## src/hw/frame_decoder_pkg.sv

```systemverilog
// frame_decoder_pkg: constants shared by the binary message decoder
// assumes: byte-wide receive stream, 16-bit register words
package frame_decoder_pkg;
  localparam logic [7:0]  ADDR_ZERO      = 8'h00;
  localparam logic [7:0]  ADDR_ONE       = 8'h01;
  localparam logic [7:0]  ERR_LAST       = 8'h29;
  localparam logic [7:0]  TEXT_FIRST     = 8'h2A;
  localparam logic [7:0]  FC_WRITE_REG   = 8'h06;
  localparam logic [15:0] CRC_INIT       = 16'hFFFF;
  localparam logic [15:0] CRC_POLY       = 16'hA001;
  localparam logic [15:0] PCT_FULL       = 16'hCCCC;
  localparam logic [15:0] PCT_SET_MAX    = 16'hD0E5;
  localparam logic [15:0] PCT_ALARM_MAX  = 16'hE147;
  localparam logic [15:0] PCT_READ_MAX   = 16'hFFFF;
  localparam logic [2:0]  RTU_WRITE_LEN  = 3'h6;
  localparam logic [2:0]  TCP_HDR_LEN    = 3'h6;
  localparam logic [2:0]  TCP_WRITE_LEN  = 3'h6;
  localparam logic [1:0]  KIND_SET       = 2'h0;
  localparam logic [1:0]  KIND_ALARM     = 2'h1;
  localparam logic [1:0]  KIND_SWITCH    = 2'h2;
  localparam logic [1:0]  KIND_OTHER     = 2'h3;
endpackage

```

## src/hw/crc16_step.sv

```systemverilog
// crc16_step: one byte of reflected CRC-16 per cycle, combinational
// assumes: caller holds the running value in its own register
`timescale 1ns/1ns
module crc16_step
  import frame_decoder_pkg::*;
(
  // running value and byte
  input  wire logic [15:0] crcIn,
  input  wire logic [7:0]  dataIn,
  // updated value
  output logic      [15:0] crcOut
);
  always_comb begin
    logic [15:0] c;
    c = crcIn ^ {8'h00, dataIn};
    for (int i = 0; i < 8; i++) begin
      c = c[0] ? ((c >> 1) ^ CRC_POLY) : (c >> 1);
    end
    crcOut = c;
  end
endmodule // crc16_step

```

## src/hw/modbus_frame_decoder.sv

```systemverilog
// modbus_frame_decoder: first-byte routing, framing and write checking
// assumes: frame boundaries come from the transport (frameEnd strobe),
// limits and register class come from surrounding logic on clk
`timescale 1ns/1ns
module modbus_frame_decoder
  import frame_decoder_pkg::*;
(
  // clock and reset
  input  wire logic        clk,
  input  wire logic        resetn,
  // receive stream
  input  wire logic        rxValid,
  input  wire logic [7:0]  rxData,
  input  wire logic        frameEnd,
  input  wire logic        tcpMode,
  // configuration and gate
  input  wire logic        fullCompliance,
  input  wire logic        remoteActive,
  input  wire logic [1:0]  regKind,
  input  wire logic [15:0] userLimit,
  // text path
  output logic             textValid,
  output logic [7:0]       textData,
  // decode results
  output logic             commError,
  output logic             crcError,
  output logic             writeValid,
  output logic [15:0]      writeReg,
  output logic [15:0]      writeWord,
  output logic             writeReject,
  output logic             echoValid,
  output logic [7:0]       echoAddr,
  output logic             queryValid,
  output logic [7:0]       queryFunc
);
  typedef enum logic [4:0] {
    S_IDLE = 5'b00001, S_HDR = 5'b00010, S_BIN = 5'b00100,
    S_TEXT = 5'b01000, S_DROP = 5'b10000
  } state_t;

  state_t      state_reg;
  logic [2:0]  hdrCnt_reg;
  logic [2:0]  binCnt_reg;
  logic        binOver_reg;
  logic [7:0]  addr_reg;
  logic [7:0]  func_reg;
  logic [15:0] num_reg;
  logic [15:0] word_reg;
  logic [15:0] crc_reg;
  logic [15:0] crcNext;
  logic [15:0] lastTwo_reg;
  logic [15:0] crcLag_reg;
  logic [15:0] crcLag2_reg;

  // address acceptance, USB line coding never enters here
  function automatic logic addrOk(input logic [7:0] a, input logic full);
    addrOk = (a == ADDR_ZERO) || (full && a == ADDR_ONE);
  endfunction

  function automatic logic [15:0] kindMax(input logic [1:0] k);
    case (k)
      KIND_SET:   kindMax = PCT_SET_MAX;
      KIND_ALARM: kindMax = PCT_ALARM_MAX;
      default:    kindMax = PCT_READ_MAX;
    endcase
  endfunction

  crc16_step crcStep (
    .crcIn  (crc_reg),
    .dataIn (rxData),
    .crcOut (crcNext)
  );

  wire logic startByte = rxValid && (state_reg == S_IDLE);

  // framing state
  always_ff @(posedge clk or negedge resetn) begin
    if (!resetn) begin
      state_reg <= S_IDLE;
    end else if (frameEnd) begin
      state_reg <= S_IDLE;
    end else if (rxValid) begin
      case (state_reg)
        S_IDLE: begin
          if (tcpMode) state_reg <= S_HDR;
          else if (rxData >= TEXT_FIRST) state_reg <= S_TEXT;
          else if (addrOk(rxData, fullCompliance)) state_reg <= S_BIN;
          else state_reg <= S_DROP;
        end
        S_HDR: begin
          if (hdrCnt_reg == TCP_HDR_LEN) begin
            if (addrOk(rxData, fullCompliance)) state_reg <= S_BIN;
            else state_reg <= S_DROP;
          end
        end
        S_BIN:   state_reg <= S_BIN;
        S_TEXT:  state_reg <= S_TEXT;
        S_DROP:  state_reg <= S_DROP;
        default: state_reg <= S_IDLE;
      endcase
    end
  end

  // byte counters
  always_ff @(posedge clk or negedge resetn) begin
    if (!resetn) begin
      hdrCnt_reg <= 3'h0;
      binCnt_reg <= 3'h0;
    end else if (frameEnd) begin
      hdrCnt_reg <= 3'h0;
      binCnt_reg <= 3'h0;
    end else if (rxValid) begin
      if (startByte) hdrCnt_reg <= 3'h1;
      else if (state_reg == S_HDR) hdrCnt_reg <= hdrCnt_reg + 3'h1;
      if (state_reg == S_BIN && binCnt_reg != 3'h7)
        binCnt_reg <= binCnt_reg + 3'h1;
    end
  end

  // overlong frame marker, the byte counter saturates
  always_ff @(posedge clk or negedge resetn) begin
    if (!resetn) begin
      binOver_reg <= 1'b0;
    end else if (frameEnd) begin
      binOver_reg <= 1'b0;
    end else if (rxValid && state_reg == S_BIN && binCnt_reg == 3'h7) begin
      binOver_reg <= 1'b1;
    end
  end

  // PDU capture, same for every transport
  always_ff @(posedge clk or negedge resetn) begin
    if (!resetn) begin
      addr_reg <= ADDR_ZERO;
      func_reg <= 8'h00;
      num_reg  <= 16'h0000;
      word_reg <= 16'h0000;
    end else if (rxValid) begin
      if ((startByte && !tcpMode) ||
          (state_reg == S_HDR && hdrCnt_reg == TCP_HDR_LEN))
        addr_reg <= rxData;
      if (state_reg == S_BIN) begin
        case (binCnt_reg)
          3'h0:    func_reg        <= rxData;
          3'h1:    num_reg[15:8]   <= rxData;
          3'h2:    num_reg[7:0]    <= rxData;
          3'h3:    word_reg[15:8]  <= rxData;
          3'h4:    word_reg[7:0]   <= rxData;
          default: func_reg        <= func_reg;
        endcase
      end
    end
  end

  // CRC over all bytes; trailing two bytes compared with the CRC two bytes back
  always_ff @(posedge clk or negedge resetn) begin
    if (!resetn) begin
      crc_reg     <= CRC_INIT;
      crcLag_reg  <= CRC_INIT;
      crcLag2_reg <= CRC_INIT;
      lastTwo_reg <= 16'h0000;
    end else if (frameEnd) begin
      crc_reg     <= CRC_INIT;
      crcLag_reg  <= CRC_INIT;
      crcLag2_reg <= CRC_INIT;
    end else if (rxValid) begin
      crc_reg     <= crcNext;
      crcLag_reg  <= crc_reg;
      crcLag2_reg <= crcLag_reg;
      lastTwo_reg <= {rxData, lastTwo_reg[15:8]}; // low byte first
    end
  end

  wire logic rtuLen  = !binOver_reg && binCnt_reg == RTU_WRITE_LEN + 3'h1;
  wire logic tcpLen  = binCnt_reg == TCP_WRITE_LEN - 3'h1;
  // CRC covers everything except the final two bytes
  wire logic crcGood = (lastTwo_reg == crcLag2_reg);
  wire logic binEnd  = frameEnd && state_reg == S_BIN;
  wire logic isWrite = func_reg == FC_WRITE_REG;
  wire logic lenOk   = tcpMode ? tcpLen : rtuLen;
  wire logic frameOk = binEnd && (tcpMode || crcGood);
  wire logic outOfRange = (word_reg > kindMax(regKind)) ||
                          (regKind != KIND_SWITCH &&
                           regKind != KIND_OTHER &&
                           word_reg > userLimit);

  // text passthrough
  always_ff @(posedge clk or negedge resetn) begin
    if (!resetn) begin
      textValid <= 1'b0;
      textData  <= 8'h00;
    end else begin
      textValid <= rxValid && ((startByte && !tcpMode &&
                   rxData >= TEXT_FIRST) || state_reg == S_TEXT);
      textData  <= rxData;
    end
  end

  // result strobes
  always_ff @(posedge clk or negedge resetn) begin
    if (!resetn) begin
      commError   <= 1'b0;
      crcError    <= 1'b0;
      writeValid  <= 1'b0;
      writeReject <= 1'b0;
      echoValid   <= 1'b0;
      queryValid  <= 1'b0;
      writeReg    <= 16'h0000;
      writeWord   <= 16'h0000;
      echoAddr    <= ADDR_ZERO;
      queryFunc   <= 8'h00;
    end else begin
      commError   <= startByte && !tcpMode && rxData != ADDR_ZERO &&
                     rxData <= ERR_LAST &&
                     !addrOk(rxData, fullCompliance);
      crcError    <= binEnd && !tcpMode && !crcGood;
      writeValid  <= frameOk && isWrite && lenOk && remoteActive &&
                     !outOfRange;
      writeReject <= frameOk && isWrite && lenOk &&
                     (!remoteActive || outOfRange);
      echoValid   <= frameOk && isWrite && lenOk;
      queryValid  <= frameOk && !isWrite;
      writeReg    <= num_reg;
      writeWord   <= word_reg;
      echoAddr    <= addr_reg;
      queryFunc   <= func_reg;
    end
  end
endmodule // modbus_frame_decoder

```

## config.mk

```make
export PLATFORM = sky130hd
export DESIGN_NAME = modbus_frame_decoder
export DESIGN_NICKNAME = d
export VERILOG_FILES = /design/src/hw/frame_decoder_pkg.sv /design/src/hw/crc16_step.sv /design/src/hw/modbus_frame_decoder.sv
export SDC_FILE = /design/constraint.sdc
export NUM_CORES = 1
export LEC_CHECK = 0
export ABC_AREA = 1
export BUFFER_PORTS_ARGS = -buffer_cell sky130_fd_sc_hd__buf_2
export CAP_MARGIN = 20
export CORE_MARGIN = 3
export CORE_UTILIZATION = 62
export CTS_CLUSTER_DIAMETER = 100
export DETAILED_ROUTE_END_ITERATION = 7
export PLACE_DENSITY = 0.84
export SETUP_SLACK_MARGIN = 0.4
export SYNTH_ARGS = -nofsm -noshare
export SYNTH_HDL_FRONTEND = slang
export SYNTH_SLANG_ARGS = --single-unit
```

## constraint.sdc

```tcl
create_clock -name clk -period 2.55 [get_ports clk]
set_clock_uncertainty 0.05 [all_clocks]
set_input_delay 0 -clock clk [delete_from_list [all_inputs] [get_ports clk]]
set_output_delay 0 -clock clk [all_outputs]
set_load 0.02 [all_outputs]
```

Yosys cells after proc, flatten, opt, wreduce, memory -nomap -nowiden
Cells that the tools add are included.

storage, ports and cells
  register bits = 187
  output and inout bits = 63
  logic and storage cells = 150
  bits of input ports = 33

cells by class
  equal/unequal tests = 20
  reduce and logical (&&, ||, !) cells = 56
  multiplexer cells = 32
  bitwise logic cells = 10
  add/sub/neg operators = 2
  magnitude comparators = 4

operators with widths
  cell                                                                    count
  16-bit two-way mux                                                      14
  16-bit greater-than comparator                                          2
  5-bit two-way mux                                                       6
  14-bit case mux with 2 select lines                                     1
  1-bit logical AND                                                       25
  5-bit case mux with 5 select lines                                      1
  2-bit inverter with 3-bit output                                        8
  3-bit two-way mux                                                       7
  16-bit == test                                                          1
  16-bit by 8-bit bitwise XOR with 16-bit output                          1
  3-bit AND reduction                                                     5
  3-bit == test (second input constant)                                   4
  2-bit AND reduction                                                     5
  8-bit by 1-bit == test with 1-bit output (second input constant)        1
  8-bit by 3-bit == test with 1-bit output (second input constant)        1
  8-bit by 6-bit >= comparator with 1-bit output (second input constant)  1
  8-bit by 6-bit <= comparator with 1-bit output (second input constant)  1
  8-bit zero test                                                         1
  8-bit nonzero test                                                      1
  1-bit zero test                                                         7
  3-bit by 1-bit adder with 3-bit output (second input constant)          2
  3-bit by 2-bit == test with 1-bit output (second input constant)        2
  1-bit logical OR                                                        6
  3-bit != test (second input constant)                                   2
  other kinds (14)                                                        19

Logic depth before layout (Yosys ltp)
  depth after elaboration = 19
  mapped depth = 14
  mapped depth without buffers = 14

Modules after synthesis
A second synthesis with hierarchy kept.

unflattened totals
  cell total of the unflattened synthesis = 830
  area total of the unflattened synthesis = 8220.4 µm²

modules (own cells, without submodules)
  module                seq. area each (µm²)  area each (µm²)  instances  cells each
  modbus_frame_decoder  4740.8                7717.4           1          750
  crc16_step            0.0                   503.0            1          80

Least setup slack after synthesis
OpenSTA, ideal clock, no wires.

  path kind = flip-flop to flip-flop
  start = reg state_reg[0]
  end = reg addr_reg[7]
  required time = 2.379 ns
  cell stages (with the launch flop) = 9
  arrival time = 1.403 ns
  slack = 0.976 ns
  path buffers = 1
  setup time = 0.121 ns
  clock period less this slack = 1.574 ns
  path through = dfstp_2 -> inv_2 -> nor4_4 -> nand2_2 -> o21ai_2 -> nand2_4 -> buf_6 -> nand2_2 -> o21ai_2

between the ends
  word-level cells in the longest chain between the ends = 5
  elaborated cells on any way between the ends = 7
  those cells by class = 2 x eq/ne; 5 x reduce/logical

RTL lines
  element                                   line                         source
  start, declared                           modbus_frame_decoder.sv:41   state_t state_reg;
  start signal, assigned                    modbus_frame_decoder.sv:79   state_reg <= S_IDLE;
  start signal, assigned                    modbus_frame_decoder.sv:81   state_reg <= S_IDLE;
  start signal, assigned                    modbus_frame_decoder.sv:85   if (tcpMode) state_reg <= S_HDR;
  5-bit by 1-bit == test with 1-bit output  modbus_frame_decoder.sv:74   wire logic startByte = rxValid && (state_reg == S_IDLE);
  1-bit logical AND                         modbus_frame_decoder.sv:74
  1-bit logical AND                         modbus_frame_decoder.sv:139  if ((startByte && !tcpMode) ||
  1-bit logical OR (*)                      modbus_frame_decoder.sv:139
  2-bit AND reduction (no line) (*)         --
  end signal, assigned                      modbus_frame_decoder.sv:141  addr_reg <= rxData;
  end, declared                             modbus_frame_decoder.sv:45   logic [7:0] addr_reg;

Mark *: on every way between the ends. The rest lies on a longest branch, timed or not.
A chain may end at the register's enable or synchronous reset.

Final worst setup path
  start = reg func_reg[5]
  end = reg writeValid

between the ends
  word-level cells in the longest chain between the ends = 5

RTL lines
  element                                   line                         source
  start, declared                           modbus_frame_decoder.sv:46   logic [7:0] func_reg;
  start signal, assigned                    modbus_frame_decoder.sv:144  3'h0: func_reg <= rxData;
  start signal, assigned                    modbus_frame_decoder.sv:149  default: func_reg <= func_reg;
  8-bit by 3-bit == test with 1-bit output  modbus_frame_decoder.sv:179  wire logic isWrite = func_reg == FC_WRITE_REG;
  1-bit logical AND (4 in series)           modbus_frame_decoder.sv:217  writeValid <= frameOk && isWrite && lenOk && remoteActive &&
  end signal, assigned                      modbus_frame_decoder.sv:217
  end, declared                             modbus_frame_decoder.sv:27   output logic writeValid,

No other way between the ends.

==> impl_metrics.yaml <==
yosys:
  synthDistinctLibCells: 41
  ys_seq_elements: 177
  synth_area_leader_cell: "dfrtp_1"
  synth_flop_cell: "dfrtp_1"
  synth_top_area_share: 0.448
  synth_edf_count: 0
  netlist_area_um2: 7700
  yosysMostFrequentCell: "nand2_1"
  synth_cells: 798
  avgSynthCellArea_um2: 9.66
  yosysSeqAreaShare: 0.581
  synthTopCellsByCount: "nand2_1, dfrtp_1, inv_1"
  synth_nets: 863
  async_flop_share: 1.00
  synthTopCellsByArea: "dfrtp_1, dfstp_2, nand2_1"
  synth_warnings: 0
sta:
  tightest_slew_ns: 0.684
  maxClockFrequency_mhz: 539
  maxSlewViolCount: 0
  setup_viol: 0
  slew_headroom: 0.544
  layout_min_cycle_time_ns: 1.86
  tns_ns: 0
  final_hold_viol_count: 0
  finalCritPeriodShare: 0.728
  rsz0062_at_grt: "no"
worst_setup_path:
  r2r_start: "func_reg[5]$_DFFE_PN0P_"
  cp_max_fo: 3
  cp-start-kind: "flip-flop"
  critPathArrivalTime_ns: 2.16
  rrSetupSlack_ns: 0.69
  critical_path_class: "flip-flop to flip-flop"
  timing.rr.end: "writeValid$_DFF_PN0_"
  worstPathRequired_ns: 2.85
  reg2reg_depth: 5
  critPathCaptureType: "flip-flop"
drt:
  wire_per_inst_um: 15.7
  drt_iter0_drc: 437
  detail-route-antenna-nets: 0
  route.detailed.drc: 0
  dr_total_vias: 5931
  finalWirelength_mm: 17.1
  firstDrtPassIters: 5
  viasPerCell: 5.43
pwr:
  totalPowerFinal_uw: 6880
  vdd_drop_max_v: 0.000522
  power.switching_uw: 1820
  comb_power_share: 0.136
  powerDensity_nw_per_um2: 755
  seqPwrFrac: 0.467
  sw_frac_of_total: 0.264
  pwr-share-clk: 0.397
  power.leakage_uw: 0.00486
  internal-power_uw: 5060
die:
  die_y_um: 117
  rows: 40
  fp.dieW_um: 117
  io_pins: 96
  start_util: 0.639
  die-area_um2: 13800
  core_um2: 12100
finish:
  fill_cells: 814
  nNetsFinal: 978
  syn_to_final_growth_pct: 18.3
  antenna_cells: 0
  drive_gt1_frac: 0.252
place:
  gp_congestion: 0.867
  dp_hpwl_mm: 11.4
  io_buffers: 95
global_route:
  grt_pass1_vias: 5820
  grt_first_pass_wirelength_mm: 28.5
  met2_usage: 0.435
  grt_usage: 0.261
  met1_usage: 0.336
  grt-busiest-layer: "met2"
  met3_usage: 0.0557
  grt-ovfl-total: 0
  grt_max_degree: 81
  antenna_found_initial: 0
hold_path:
  hold_end: "writeValid$_DFF_PN0_"
  hold_start: "regKind[1]"
  min_path_type: "primary input to flip-flop"
  whs_path_depth: 5
clock_network:
  holdBufCountCts: 13
  clk_pin_slew_ns: 0.07
  cts_buffer_depth: 2
  cts_num_sinks: 177
  cts_tree: "yes"
  h-tree-depth: 4
  cts_resized: 0
  cts-root-buf: "clkbuf_16"
  cts_made_buffers: 17
  insertion_delay_ns: 0.43
  postCtsSetupBuffers: 0
job:
  drv_cap: 0
run_status:
  status: "finished, final reports clean"
placed cells by master, fill, tap and decap left out, types with 4 or more instances in the layout:
master,n
a21oi_1,36
a22oi_1,17
buf_2,94
buf_4,4
bufinv_16,4
clkbuf_16,17
dfrtp_1,138
dfstp_2,39
dlygate4sd3_1,13
ha_1,32
inv_1,100
inv_2,16
nand2_1,176
nand2_2,21
nand3_1,18
nand4_1,14
nor2_1,43
nor3_1,4
o21ai_0,50
o21ai_1,31
o21ai_2,10
xnor2_1,4
stage by stage:
step / cell area (um^2) / worst slack [ns] / hold slack [ns] / utilization / std cells
after floorplan: 7700 / 0.976 / -0.346 / - / 798
after global placement: 8360 / 0.854 / 0.0150 / 0.693 / 1049
after detailed placement: 8360 / 0.787 / 0.0170 / 0.693 / 1049
after CTS: 9110 / 0.740 / 0.0352 / 0.756 / 1093
after global routing: 9110 / 0.592 / 0.0767 / 0.756 / 1093
final: 9110 / 0.694 / 0.0600 / 0.756 / 1093
layer usage:
metal  vias to the layer above  wire length, um  share of wire
met5                         -                0              0
met4                         0              524          0.031
met3                        51              978          0.057
met2                       207             8620           0.50
met1                      2850             7010           0.41
li1                       2823                -              -
critical path, stage by stage (launching register included):
cell and delay [ns]:
dfrtp_1 0.42, or2_0 0.26, nor4_1 0.47, o21ai_0 0.18, nor2_1 0.23, nor2b_1 0.16
worst max path at each step:
stage / cells after the start / end / slack (ns) / from
2_1_floorplan: 8 / addr_reg[7]$_DFFE_PN0P_ / 0.98 / state_reg[0]$_DFFE_PN1P_
3_3_place_gp: 7 / addr_reg[0]$_DFFE_PN0P_ / 0.85 / state_reg[0]$_DFFE_PN1P_
3_5_place_dp: 11 / writeReject$_DFF_PN0_ / 0.79 / word_reg[11]$_DFFE_PN0P_
4_1_cts: 5 / writeValid$_DFF_PN0_ / 0.74 / func_reg[5]$_DFFE_PN0P_
5_1_grt: 11 / writeReject$_DFF_PN0_ / 0.59 / word_reg[11]$_DFFE_PN0P_
6_report: 5 / writeValid$_DFF_PN0_ / 0.69 / func_reg[5]$_DFFE_PN0P_
power groups by stage:
| stage | sequential [uW] | clock (uW) | combinational [uW] |
|---|---|---|---|
| finish | 3210 | 2730 | 936 |
| global route | 3240 | 2880 | 1040 |
| CTS | 3210 | 2770 | 941 |
| detailed placement | 3260 | 0 | 915 |
| global placement | 3250 | 0 | 883 |
| floorplan | 3330 | 0 | 520 |
kinds of logic (layout without fill, tap and decap cells):
| family | count (synthesis) | in the layout | synth area share |
|---|---|---|---|
| flip-flops | 177 | 177 | 0.581 |
| AO/OA/AOI/OAI | 152 | 152 | 0.111 |
| adder cells (fa/ha/maj) | 32 | 32 | 0.0520 |
| AND/OR/NAND/NOR | 299 | 299 | 0.182 |
| XOR/XNOR | 5 | 5 | 0.00568 |
| buffers and inverters | 133 | 260 | 0.0679 |
final cells by class:
type | instances | area (um^2) | area share
multi-input combinational | 488 | 2700 | 0.297
clock inverter | 11 | 178 | 0.0195
inverter | 116 | 435 | 0.0478
timing repair buffer | 113 | 662 | 0.0726
clock buffer | 20 | 447 | 0.0490
tap | 168 | 210 | 0.0231
sequential | 177 | 4480 | 0.491
(Power assumes the default switching activity.)
